===== config.mk =====
export PLATFORM = sky130hd
export DESIGN_NAME = position_irq_event
export DESIGN_NICKNAME = d
export VERILOG_FILES = /design/src/pos_irq_pkg.sv /design/src/sync_handshake.sv /design/src/source_flag.sv /design/src/position_irq_event.sv
export VERILOG_INCLUDE_DIRS = /design/src /design/src/src
export SDC_FILE = /design/constraint.sdc
export NUM_CORES = 1
export LEC_CHECK = 0
export BUFFER_PORTS_ARGS = -buffer_cell sky130_fd_sc_hd__buf_4
export CAP_MARGIN = 15
export CELL_PAD_IN_SITES_DETAIL_PLACEMENT = 2
export CELL_PAD_IN_SITES_GLOBAL_PLACEMENT = 2
export CORE_MARGIN = 5
export CORE_UTILIZATION = 28
export CTS_CLUSTER_SIZE = 30
export DETAILED_ROUTE_END_ITERATION = 8
export PLACE_DENSITY_LB_ADDON = 0.1
export SYNTH_ARGS = -nofsm -noshare
export SYNTH_HDL_FRONTEND = slang
export SYNTH_SLANG_ARGS = --single-unit

===== constraint.sdc =====
create_clock -name mclk -period 3.8 [get_ports mclk]
set_input_delay 0.57 -clock mclk [delete_from_list [all_inputs] [get_ports mclk]]
set_output_delay 0.57 -clock mclk [all_outputs]
set_load 0.01 [all_outputs]

===== src/pos_irq_cfg.svh =====
// Offsets, field positions, reset values and timing counts of the decoder interrupt and event block.
// Assumes it is included by bare name from the package and the design modules.
`ifndef POS_IRQ_CFG_SVH
`define POS_IRQ_CFG_SVH

`define MATCH_CHANNELS   2
`define SOURCES          (4 + `MATCH_CHANNELS)
`define ADDR_DECODE_BITS 12

`define OFS_CTRL         12'h000
`define OFS_EVCTRL       12'h004
`define OFS_UNMASK_CLEAR 12'h008
`define OFS_UNMASK_SET   12'h00C
`define OFS_PENDING      12'h010
`define OFS_SYNCBUSY     12'h014
`define OFS_STATUS       12'h018

`define CTRL_SOFT_RESET  0
`define CTRL_ENABLE      1
`define CTRL_MODE_LO     2
`define CTRL_MODE_HI     3
`define CTRL_KEEP_ALIVE  6

`define SRC_WRAP         0
`define SRC_FAULT        1
`define SRC_SPEED        2
`define SRC_REVERSAL     3
`define SRC_MATCH0       4

`define BUSY_SOFT_RESET  0
`define BUSY_ENABLE      1
`define STAT_ENABLED     0
`define STAT_RUNNING     1

`define MODE_RESET       2'h0
`define SYNC_DELIVERY    4

`endif


===== src/pos_irq_pkg.sv =====
// Types shared by the decoder interrupt and event block.
// Assumes the configuration header is on the include path.
`include "pos_irq_cfg.svh"

package pos_irq_pkg;

  typedef enum logic [1:0] {
    MODE_QUADRATURE = 2'h0,
    MODE_COMMUTATION = 2'h1,
    MODE_COUNTER     = 2'h3
  } decode_mode_t;

  typedef struct packed {
    logic        psel;
    logic        penable;
    logic        pwrite;
    logic [31:0] paddr;
    logic [31:0] pwdata;
  } apb_req_t;

  typedef struct packed {
    logic [`MATCH_CHANNELS-1:0] match;
    logic                       reversal;
    logic                       speed;
    logic                       fault;
    logic                       wrap;
  } hit_t;

  typedef struct packed {
    logic flag;
    logic unmask;
    logic evt_en;
    logic evt_out;
  } flag_state_t;

  typedef struct packed {
    logic tgl;
    logic data;
    logic d1;
    logic d2;
    logic d3;
    logic done;
    logic dout;
  } sync_state_t;

endpackage : pos_irq_pkg


===== src/sync_handshake.sv =====
// Carries one written control bit through a toggle and three-stage chain into the decoder domain.
// Assumes a single launch pulse per transfer; launches while busy are ignored.
`timescale 1ns/1ps
`default_nettype none

module sync_handshake (
  input  wire logic mclk,
  input  wire logic reset,
  input  wire logic launch,
  input  wire logic din,
  output var  logic busy,
  output var  logic done,
  output var  logic dout
);
  import pos_irq_pkg::*;

  sync_state_t st;
  sync_state_t next_st;

  always_comb begin
    next_st = st;
    if (launch && !busy) begin
      next_st.tgl  = ~st.tgl;
      next_st.data = din;
    end
    next_st.d1   = st.tgl;
    next_st.d2   = st.d1;
    next_st.d3   = st.d2;
    next_st.done = st.d2 ^ st.d3;
    if (st.d2 ^ st.d3) begin
      next_st.dout = st.data;
    end
  end

  always_ff @(posedge mclk) begin
    if (reset) begin
      st <= '0;
    end else begin
      st <= next_st;
    end
  end

  assign busy = st.tgl ^ st.d3;
  assign done = st.done;
  assign dout = st.dout;

  a_sync_delivery_delay: assert property (@(posedge mclk) disable iff (reset)
    (launch && !busy) |-> ##4 done)
    else $error("Synchronised write not delivered after four cycles.");

  a_sync_busy_shown: assert property (@(posedge mclk) disable iff (reset)
    (launch && !busy) |=> busy [*3])
    else $error("Busy not shown while a write is synchronised.");

endmodule : sync_handshake

`default_nettype wire


===== src/source_flag.sv =====
// One interrupt and event source: sticky pending flag, unmask bit, event enable and event pulse.
// Assumes hit is a same-clock pulse already gated by mode and run state.
`timescale 1ns/1ps
`default_nettype none

module source_flag (
  input  wire logic mclk,
  input  wire logic reset,
  input  wire logic srst,
  input  wire logic hit,
  input  wire logic unmask_set,
  input  wire logic unmask_clear,
  input  wire logic flag_clear,
  input  wire logic evt_wr,
  input  wire logic evt_wdata,
  output var  logic flag,
  output var  logic unmask,
  output var  logic evt_en,
  output var  logic evt_out
);
  import pos_irq_pkg::*;

  flag_state_t st;
  flag_state_t next_st;

  always_comb begin
    next_st = st;
    if (flag_clear) begin
      next_st.flag = 1'b0;
    end
    if (hit) begin
      next_st.flag = 1'b1;
    end
    if (unmask_set) begin
      next_st.unmask = 1'b1;
    end else if (unmask_clear) begin
      next_st.unmask = 1'b0;
    end
    if (evt_wr) begin
      next_st.evt_en = evt_wdata;
    end
    next_st.evt_out = hit & st.evt_en;
    if (srst) begin
      next_st = '0;
    end
  end

  always_ff @(posedge mclk) begin
    if (reset) begin
      st <= '0;
    end else begin
      st <= next_st;
    end
  end

  assign flag    = st.flag;
  assign unmask  = st.unmask;
  assign evt_en  = st.evt_en;
  assign evt_out = st.evt_out;

  a_flag_set_wins: assert property (@(posedge mclk) disable iff (reset)
    (hit && !srst) |=> flag)
    else $error("Pending flag lost on a source hit.");

  a_event_needs_enable: assert property (@(posedge mclk) disable iff (reset)
    evt_out |-> ($past(evt_en) && $past(hit)))
    else $error("Event emitted while its output was disabled.");

endmodule : source_flag

`default_nettype wire


===== src/position_irq_event.sv =====
// Interrupt, event output, sleep and enable logic of the position decoder, with an APB register slave.
// Assumes source hits are one-cycle pulses from the counting core on mclk; standby_in comes from outside.
//
// Decided for this implementation: the APB slave port and the register offsets.
`timescale 1ns/1ps
`default_nettype none
`include "pos_irq_cfg.svh"

module position_irq_event (
  input  wire logic                    mclk,
  input  wire logic                    reset,
  input  wire pos_irq_pkg::apb_req_t   apb,
  output var  logic [31:0]             prdata,
  output var  logic                    pready,
  output var  logic                    pslverr,
  input  wire pos_irq_pkg::hit_t       hits,
  input  wire logic                    standby_in,
  output var  logic [`SOURCES-1:0]     event_out,
  output var  logic                    irq,
  output var  logic                    wake,
  output var  logic                    core_run,
  output var  logic                    core_soft_reset,
  output var  logic                    enabled,
  output var  pos_irq_pkg::decode_mode_t decode_mode
);
  import pos_irq_pkg::*;

  typedef struct packed {
    logic [31:0]  prdata;
    logic         pready;
    logic         pslverr;
    logic         keep_alive;
    decode_mode_t mode;
    logic         enable_req;
    logic         enable_active;
    logic         irq;
    logic         wake;
    logic         core_run;
    logic         soft_reset;
    logic         stby1;
    logic         stby2;
  } top_state_t;

  top_state_t st;
  top_state_t next_st;

  logic [`SOURCES-1:0]          pend;
  logic [`SOURCES-1:0]          unmask;
  logic [`SOURCES-1:0]          evt_en;
  logic [`SOURCES-1:0]          src;
  logic [`ADDR_DECODE_BITS-1:0] addr;
  logic                         setup;
  logic                         access;
  logic                         wr;
  logic                         sel_ctrl;
  logic                         sel_evctrl;
  logic                         sel_uclr;
  logic                         sel_uset;
  logic                         sel_pend;
  logic                         sel_busy;
  logic                         sel_stat;
  logic                         mapped;
  logic                         mode_motion;
  logic                         busy_any;
  logic                         ctrl_wr;
  logic                         srst_launch;
  logic                         en_launch;
  logic                         srst_busy;
  logic                         srst_done;
  logic                         en_busy;
  logic                         en_done;
  logic                         en_dout;
  logic [31:0]                  rd_mux;

  // Bus decode; the slave answers in the first access cycle with no wait states.
  assign addr       = apb.paddr[`ADDR_DECODE_BITS-1:0];
  assign setup      = apb.psel & ~apb.penable;
  assign access     = apb.psel & apb.penable & st.pready;
  assign wr         = access & apb.pwrite & ~st.pslverr;
  assign sel_ctrl   = (addr == `OFS_CTRL);
  assign sel_evctrl = (addr == `OFS_EVCTRL);
  assign sel_uclr   = (addr == `OFS_UNMASK_CLEAR);
  assign sel_uset   = (addr == `OFS_UNMASK_SET);
  assign sel_pend   = (addr == `OFS_PENDING);
  assign sel_busy   = (addr == `OFS_SYNCBUSY);
  assign sel_stat   = (addr == `OFS_STATUS);
  assign mapped     = sel_ctrl | sel_evctrl | sel_uclr | sel_uset | sel_pend | sel_busy | sel_stat;

  // Control writes are ignored while either synchroniser is still busy.
  assign busy_any    = srst_busy | en_busy;
  assign ctrl_wr     = wr & sel_ctrl & ~busy_any;
  assign srst_launch = ctrl_wr & apb.pwdata[`CTRL_SOFT_RESET];
  assign en_launch   = ctrl_wr & ~apb.pwdata[`CTRL_SOFT_RESET];

  // Motion sources only exist in the two sensor modes.
  assign mode_motion = (st.mode == MODE_QUADRATURE) | (st.mode == MODE_COMMUTATION);

  always_comb begin
    src = hits & {`SOURCES{st.core_run}};
    src[`SRC_SPEED]    = hits.speed & st.core_run & mode_motion;
    src[`SRC_REVERSAL] = hits.reversal & st.core_run & mode_motion;
  end

  always_comb begin
    rd_mux = 32'h0000_0000;
    if (sel_ctrl) begin
      rd_mux[`CTRL_ENABLE]                   = st.enable_req;
      rd_mux[`CTRL_MODE_HI:`CTRL_MODE_LO]    = st.mode;
      rd_mux[`CTRL_KEEP_ALIVE]               = st.keep_alive;
    end else if (sel_evctrl) begin
      rd_mux[`SOURCES-1:0] = evt_en;
    end else if (sel_uclr || sel_uset) begin
      rd_mux[`SOURCES-1:0] = unmask;
    end else if (sel_pend) begin
      rd_mux[`SOURCES-1:0] = pend;
    end else if (sel_busy) begin
      rd_mux[`BUSY_SOFT_RESET] = srst_busy;
      rd_mux[`BUSY_ENABLE]     = en_busy;
    end else if (sel_stat) begin
      rd_mux[`STAT_ENABLED] = st.enable_active;
      rd_mux[`STAT_RUNNING] = st.core_run;
    end
  end

  sync_handshake u_srst_sync (
    .mclk   (mclk),
    .reset  (reset),
    .launch (srst_launch),
    .din    (1'b1),
    .busy   (srst_busy),
    .done   (srst_done),
    .dout   ()
  );

  sync_handshake u_enable_sync (
    .mclk   (mclk),
    .reset  (reset),
    .launch (en_launch),
    .din    (apb.pwdata[`CTRL_ENABLE]),
    .busy   (en_busy),
    .done   (en_done),
    .dout   (en_dout)
  );

  genvar g;
  generate
    for (g = 0; g < `SOURCES; g++) begin : g_src
      source_flag u_flag (
        .mclk         (mclk),
        .reset        (reset),
        .srst         (srst_done),
        .hit          (src[g]),
        .unmask_set   (wr & sel_uset & apb.pwdata[g]),
        .unmask_clear (wr & sel_uclr & apb.pwdata[g]),
        .flag_clear   (wr & sel_pend & apb.pwdata[g]),
        .evt_wr       (wr & sel_evctrl),
        .evt_wdata    (apb.pwdata[g]),
        .flag         (pend[g]),
        .unmask       (unmask[g]),
        .evt_en       (evt_en[g]),
        .evt_out      (event_out[g])
      );
    end
  endgenerate

  always_comb begin
    next_st         = st;
    next_st.pready  = setup;
    next_st.pslverr = setup & ~mapped;
    if (setup) begin
      next_st.prdata = rd_mux;
    end
    next_st.stby1      = standby_in;
    next_st.stby2      = st.stby1;
    next_st.core_run   = st.enable_active & (~st.stby2 | st.keep_alive);
    next_st.irq        = |(pend & unmask);
    next_st.wake       = (|(pend & unmask)) & st.stby2;
    next_st.soft_reset = srst_done;
    if (ctrl_wr && !apb.pwdata[`CTRL_SOFT_RESET]) begin
      next_st.enable_req = apb.pwdata[`CTRL_ENABLE];
      next_st.keep_alive = apb.pwdata[`CTRL_KEEP_ALIVE];
      next_st.mode       = decode_mode_t'(apb.pwdata[`CTRL_MODE_HI:`CTRL_MODE_LO]);
    end
    if (en_done) begin
      next_st.enable_active = en_dout;
    end
    if (srst_done) begin
      next_st.keep_alive    = 1'b0;
      next_st.mode          = decode_mode_t'(`MODE_RESET);
      next_st.enable_req    = 1'b0;
      next_st.enable_active = 1'b0;
      next_st.core_run      = 1'b0;
      next_st.irq           = 1'b0;
      next_st.wake          = 1'b0;
    end
  end

  always_ff @(posedge mclk) begin
    if (reset) begin
      st      <= '0;
      st.mode <= decode_mode_t'(`MODE_RESET);
    end else begin
      st <= next_st;
    end
  end

  assign prdata          = st.prdata;
  assign pready          = st.pready;
  assign pslverr         = st.pslverr;
  assign irq             = st.irq;
  assign wake            = st.wake;
  assign core_run        = st.core_run;
  assign core_soft_reset = st.soft_reset;
  assign enabled         = st.enable_active;
  assign decode_mode     = st.mode;

  a_irq_follows_flags: assert property (@(posedge mclk) disable iff (reset)
    (|(pend & unmask)) && !srst_done |=> irq)
    else $error("Interrupt not raised for an unmasked pending flag.");

  a_irq_drops_cause: assert property (@(posedge mclk) disable iff (reset)
    !(|(pend & unmask)) |=> !irq)
    else $error("Interrupt stays high with no unmasked pending flag.");

  a_unmask_set_one: assert property (@(posedge mclk) disable iff (reset)
    (wr && sel_uset && apb.pwdata[`SRC_WRAP] && !srst_done) |=> unmask[`SRC_WRAP])
    else $error("Unmask set write did not enable the source.");

  a_unmask_set_zero: assert property (@(posedge mclk) disable iff (reset)
    (wr && sel_uset && !apb.pwdata[`SRC_FAULT] && !srst_done && !sel_uclr) |=> $stable(unmask[`SRC_FAULT]))
    else $error("Unmask set write of zero changed the source enable.");

  a_unmask_clear_one: assert property (@(posedge mclk) disable iff (reset)
    (wr && sel_uclr && apb.pwdata[`SRC_MATCH0]) |=> !unmask[`SRC_MATCH0])
    else $error("Unmask clear write did not disable the source.");

  a_motion_mode_gate: assert property (@(posedge mclk) disable iff (reset)
    (event_out[`SRC_SPEED] || event_out[`SRC_REVERSAL]) |-> $past(mode_motion))
    else $error("Speed or reversal event outside the sensor modes.");

  a_standby_stops_core: assert property (@(posedge mclk) disable iff (reset)
    (st.stby2 && !st.keep_alive) |=> !core_run)
    else $error("Decoder kept running in standby without keep-alive.");

  a_standby_keep_alive: assert property (@(posedge mclk) disable iff (reset)
    (st.stby2 && st.keep_alive && st.enable_active && !srst_done) |=> core_run)
    else $error("Decoder stopped in standby although keep-alive is set.");

  a_wake_on_irq: assert property (@(posedge mclk) disable iff (reset)
    ((|(pend & unmask)) && st.stby2 && !srst_done) |=> (wake && irq))
    else $error("No wake request for an unmasked flag in standby.");

  a_enable_after_sync: assert property (@(posedge mclk) disable iff (reset)
    (en_launch && !en_busy && apb.pwdata[`CTRL_ENABLE] && !enabled) |=> !enabled [*4])
    else $error("Enable took effect before synchronisation.");

  a_busy_readback: assert property (@(posedge mclk) disable iff (reset)
    (setup && sel_busy && busy_any) |=> (prdata[`BUSY_SOFT_RESET] || prdata[`BUSY_ENABLE]))
    else $error("Busy not shown in the synchronisation status read.");

  a_pending_readback: assert property (@(posedge mclk) disable iff (reset)
    (setup && sel_pend) |=> (prdata[`SOURCES-1:0] == $past(pend)))
    else $error("Pending flag read does not show the flags.");

  a_event_per_source: assert property (@(posedge mclk) disable iff (reset)
    event_out[`SRC_WRAP] |-> $past(hits.wrap && st.core_run))
    else $error("Wrap event without a wrap hit.");

  a_apb_single_ready: assert property (@(posedge mclk) disable iff (reset)
    pready |=> !pready)
    else $error("Ready held for more than one cycle.");

  a_pslverr_unmapped: assert property (@(posedge mclk) disable iff (reset)
    (setup && !mapped) |=> (pready && pslverr))
    else $error("Unmapped access not answered with an error.");

  a_pslverr_mapped: assert property (@(posedge mclk) disable iff (reset)
    (setup && mapped) |=> (pready && !pslverr))
    else $error("Mapped access answered with an error.");

  a_unmapped_reads_zero: assert property (@(posedge mclk) disable iff (reset)
    (setup && !mapped) |=> (prdata == 32'h0000_0000))
    else $error("Unmapped read returned nonzero data.");

  a_wake_needs_standby: assert property (@(posedge mclk) disable iff (reset)
    wake |-> $past(st.stby2))
    else $error("Wake request raised outside standby.");

  a_srst_clears_irq: assert property (@(posedge mclk) disable iff (reset)
    srst_done |=> !irq)
    else $error("Interrupt survived a soft reset.");

  a_srst_clears_flags: assert property (@(posedge mclk) disable iff (reset)
    srst_done |=> !(|pend))
    else $error("Pending flags survived a soft reset.");

  a_srst_stops_core: assert property (@(posedge mclk) disable iff (reset)
    srst_done |=> (!core_run && !enabled))
    else $error("Decoder still enabled after a soft reset.");

  a_srst_pulse_out: assert property (@(posedge mclk) disable iff (reset)
    srst_done |=> core_soft_reset)
    else $error("Soft reset not passed to the decoder core.");

  a_core_needs_enable: assert property (@(posedge mclk) disable iff (reset)
    core_run |-> $past(st.enable_active))
    else $error("Decoder running while not enabled.");

  a_irq_cause_past: assert property (@(posedge mclk) disable iff (reset)
    irq |-> $past(|(pend & unmask)))
    else $error("Interrupt raised without an unmasked pending flag.");

  a_ctrl_busy_ignored: assert property (@(posedge mclk) disable iff (reset)
    (wr && sel_ctrl && busy_any && !srst_done) |=> $stable(decode_mode))
    else $error("Control write taken while synchronisation was busy.");

  a_enable_busy_flag: assert property (@(posedge mclk) disable iff (reset)
    en_launch |=> en_busy)
    else $error("Enable write started without a busy indication.");

  a_event_fault_source: assert property (@(posedge mclk) disable iff (reset)
    event_out[`SRC_FAULT] |-> $past(hits.fault && st.core_run))
    else $error("Fault event without a fault hit.");

  a_event_disabled_quiet: assert property (@(posedge mclk) disable iff (reset)
    !(|evt_en) |=> !(|event_out))
    else $error("Event emitted with all event outputs disabled.");

  a_flag_set_over_clear: assert property (@(posedge mclk) disable iff (reset)
    (src[`SRC_WRAP] && wr && sel_pend && apb.pwdata[`SRC_WRAP] && !srst_done) |=> pend[`SRC_WRAP])
    else $error("Flag clear won over a simultaneous source hit.");

endmodule : position_irq_event

`default_nettype wire


After elaboration in Yosys (flattened, before gate mapping)
Cells that the tools add are included.
{ "word_totals": {"regBits": 56, "input_bits": 76, "out_inout_bits": 47} }
{ "classes": {"n_eq_ne": 7, "n_mux": 34, "bitwise_logic": 67, "n_reduce_logical": 23} }
{ "op_table": {"columns": ["operator", "count"], "rows": [
  ["1-bit bitwise AND", 44],
  ["12-bit by 5-bit equality test with 1-bit output (second input constant)", 3],
  ["1-bit two-way mux", 26],
  ["12-bit by 4-bit equality test with 1-bit output (second input constant)", 2],
  ["2-bit nonzero test", 12],
  ["6-bit bitwise AND", 2],
  ["12-bit by 3-bit equality test with 1-bit output (second input constant)", 1],
  ["12-bit logical NOT", 1],
  ["6-bit two-way mux", 2],
  ["1-bit OR", 9],
  ["2-bit two-way mux", 4],
  ["1-bit inverter", 8],
  ["6-bit OR reduction", 1],
  ["4-bit two-way mux", 1],
  ["1-bit bitwise XOR", 4],
  ["1-bit logical AND", 3],
  ["1-bit logical NOT", 3],
  ["3-bit two-way mux", 1],
  ["2-bit by 1-bit equality test with 1-bit output (second input constant)", 1],
  ["2-bit logical NOT", 1],
  ["2-bit OR reduction", 1],
  ["1-bit logical OR", 1]
]} }

Depth between registers and ports, before layout
{ "logic_depth": {"depth_word": 9, "mapped_depth": 6} }

Cells and area by module
From an unflattened synthesis, not the netlist that was laid out.
{ "unflattened": {"cells_unflattened": 320, "hier_area_um2": 2831.5} }
{ "modules_own_cells": {"columns": ["mod", "n_inst", "cells_each", "area_each_um2", "seq_area_each_um2"], "rows": [
  ["position_irq_event", 1, 184, 1477.7, 400.4],
  ["source_flag", 6, 15, 147.6, 80.1],
  ["sync_handshake", 2, 23, 234.0, 140.1]
]} }

Worst setup path before layout
Ideal clock, no wire load.
{ "synth_path": {"path_type": "in2reg", "startpoint": "input apb[39] (netlist name)", "endpoint": "register u_enable_sync.st, in the netlist u_enable_sync.next_st[4]", "setup_time_ns": 0.121, "arrival_time_ns": 2.327, "t_required_ns": 3.679, "path_slack_ns": 1.351, "cell_stages": 4, "n_path_buf": 0, "path_cell_list": "or4_4 -> or4_4 -> nor3_4 -> mux2_4"} }
{ "synth_between": {"elab_chain_len": 5} }
{ "synth_rtl": {"columns": ["element", "line", "source"], "rows": [
  ["from (decl)", "position_irq_event.sv:12", "input wire pos_irq_pkg::apb_req_t apb,"],
  ["12-bit logical NOT (no line)", null, null],
  ["1-bit bitwise AND (2 in series)", "position_irq_event.sv:91", "assign ctrl_wr = wr & sel_ctrl & ~busy_any;"],
  ["1-bit bitwise AND", "position_irq_event.sv:93", "assign en_launch = ctrl_wr & ~apb.pwdata[`CTRL_SOFT_RESET];"],
  ["1-bit logical AND", "sync_handshake.sv:22", "if (launch && !busy) begin"],
  ["to (signal assigned)", "sync_handshake.sv:39", "st <= next_st;"],
  ["to (decl)", "sync_handshake.sv:17", "sync_state_t st;"]
]} }
Every way passes these cells.
A chain may end at the register's enable or synchronous reset.

Worst setup path after layout
Same ends and word-level chain as after synthesis.

==> reports/results.ini <==
[outcome]
outcome=finished, final reports clean

[critical_path]
worstSetupPathType=primary input to flop
worstPathArrival_ps=2630
reg2reg_depth=4
path_cells=buf_4 > or4_4 > or4_4 > nor3_4 > mux2_4
critical_path_required_ps=4010
cp_max_fo=6
cp-end-kind=flop
max_stage_delay_ps=580
worst_setup_path_start_kind=primary input
critPathSlowestCell=or4_4
crit_path_frequent_cell=or4_4
r2r_setup_slack_ps=1540

[final_layout]
syn_to_final_growth_pct=15.7
final_cells=443
post-route-util_pct=33.0
layout.nets=407
antenna_cells=0
layout-drive-gt1-share_pct=22.9
fillCellCount=1074

[timing]
slew-limit-headroom_pct=50.9
max_freq_ghz=0.413
drv_slew=0
finalSetupTns_ps=0
fin_crit_sh_pct=63.7
worst_pin_slew_ps=733
fin_crit_ps=2420
rsz0062_at_grt=no
setup_viol=0
finalClockSkew_ps=14.0
final_hold_viol_count=0

[yosys]
synth_top_area_share_pct=42.7
postSynthCellCount=295
synth-edff-count=0
ys_async_sr_fraction_pct=0
yosysMostFrequentCell=dfxtp_1
ys_top_cells_by_count=dfxtp_1, buf_4, nand2_1
synth_cell_types=40
yosysWarnings=0
synth_top_area_cell=dfxtp_1
syn_area_per_cell_um2=8.89
yosysSeqAreaShare_pct=42.7
yosys-top-cells-area=dfxtp_1, buf_4, mux2i_1, nand2_1, nor2b_1
netlist_area_um2=2620
synth_seq_cells=56
ys.flop_type=dfxtp_1

[floorplanning]
dieArea_um2=11400
initial_utilization_pct=28.5
die_y_um=107
fp.coreArea_um2=9200
rows=35
die_w_um=107
io_pins=123

[grt]
grt_pass1_vias=2315
grt_start_max_net_pins=22
antenna_found_initial=0
globalRouteOverflowTotal=0
grt_usage_pct=13.9
grt_pass1_wl_um=12400

[power]
peakVddDrop_mv=0.193
p_leak_nw=1.26
powerDensity_nw_per_um2=354

[clock_network]
cts_tree=done
cts.sinks=56
root_buffer=clkbuf_8
cts_buffers=5
clock_path_buffers=2
cts_max_level=2
postCtsSetupRepairBufs=0
clk_latency_ps=320
ctsResizeCount=0
hold_buffers=0
path_clk_slew_ps=100

[drt]
postRouteAntennaNets=0
via_per_inst=4.67
drt-total-wl_um=7620
drtPass1Iterations=4
vias=2067
drc=0
wl_per_cell_um=17.2
drtIter0Drc=62

[worst_hold_path]
worstHoldPathCells=1
min_path_type=flop to flop

[place]
dp.cells=435
port_buffers=52
gp_congestion=0.772
place_hpwl_um=5930

[flow_run]
max_cap_violations=0

==> report_power, final <==
part | switching [W] | internal, W
clock network | 0.000199 | 0.000196
registers | 0.000000955 | 0.000588
logic | 0.0000574 | 0.0000328
total | 0.000257 | 0.000817
==> final cells by class <==
type	count	area [µm²]	share of cell area [%]
clock inverters	2	35.0	1.15
well taps	111	139	4.58
multi-input cells	210	1240	41.0
repair buffers	55	413	13.6
clock buffers	6	72.6	2.39
flip-flops and latches	56	1120	36.9
inverters	3	11.3	0.371
==> routing by layer <==
| metal | share of wire [%] | vias to the layer above | GRT usage, % | wire (µm) |
|---|---|---|---|---|
| li1 | - | 1023 | - | - |
| met3 | 3.7 | 5 | 2.65 | 280 |
| met1 | 47 | 999 | 18.3 | 3550 |
| met5 | 0 | - | 0 | 0 |
| met4 | 0.70 | 0 | 2.47 | 53 |
| met2 | 49 | 40 | 23.8 | 3740 |
==> worst paths after layout <==
check / startpoint / endpoint
setup reg to reg: pslverr$_SDFF_PP0_ / u_enable_sync.next_st[4]$_SDFFE_PP0P_
hold reg to reg: u_enable_sync.next_st[3]$_SDFF_PP0_ / u_enable_sync.next_st[2]$_SDFF_PP0_
setup / recovery: apb[39] / u_enable_sync.next_st[4]$_SDFFE_PP0P_
hold / removal: u_enable_sync.next_st[3]$_SDFF_PP0_ / u_enable_sync.next_st[2]$_SDFF_PP0_
==> cells by family (layout without fill, tap and decap cells) <==
logic type	Yosys count	count (layout)	synth area share, %
mux	21	21	8.34
compound gates	47	47	11.3
xor+xnor	4	4	1.34
buf+inv	53	66	13.3
simple gates	113	113	22.8
other cells	1	25	0.143
flops	56	56	42.7
==> worst max-delay path: cells and delay by family <==
family,cells,cell delay [ps]
and+or+nand+nor,3,1600
buffers and inverters,1,110
muxes,1,340
==> through the flow <==
stage               hold WS [ps]  instance area (µm²)  power (W)  setup WS [ps]
global route                 458                 3040    0.00112           1350
floorplan                    414                 2710   0.000665           1350
finish                       453                 3040    0.00107           1380
CTS                          459                 3040    0.00109           1360
global placement             428                 2930   0.000693           1040
detailed placement           433                 2930   0.000693           1020
==> cell usage in the layout, fill, tap and decap left out, drive strengths merged, types with 6 or more instances in the layout <==
cell and count:
a21oi 12, a31oi 6, buf 55, clkbuf 6, conb 25, dfxtp 56, mux2i 17, nand2 38
nand3 11, nor2 16, nor2b 14, o21ai 11
==> state kept, by name, indices dropped and copies added, names as in the netlist, 2 cells and up <==
| name | count |
|---|---|
| prdata | 7 |
| g_src.u_flag.evt_en | 6 |
| g_src.u_flag.evt_out | 6 |
| u_srst_sync.next_st | 3 |
| g_src.u_flag.unmask | 6 |
| u_enable_sync.next_st | 3 |
| decode_mode | 2 |
| g_src.u_flag.flag | 6 |
| st | 3 |
| u_enable_sync.st | 2 |
(Power assumes the default switching activity.)
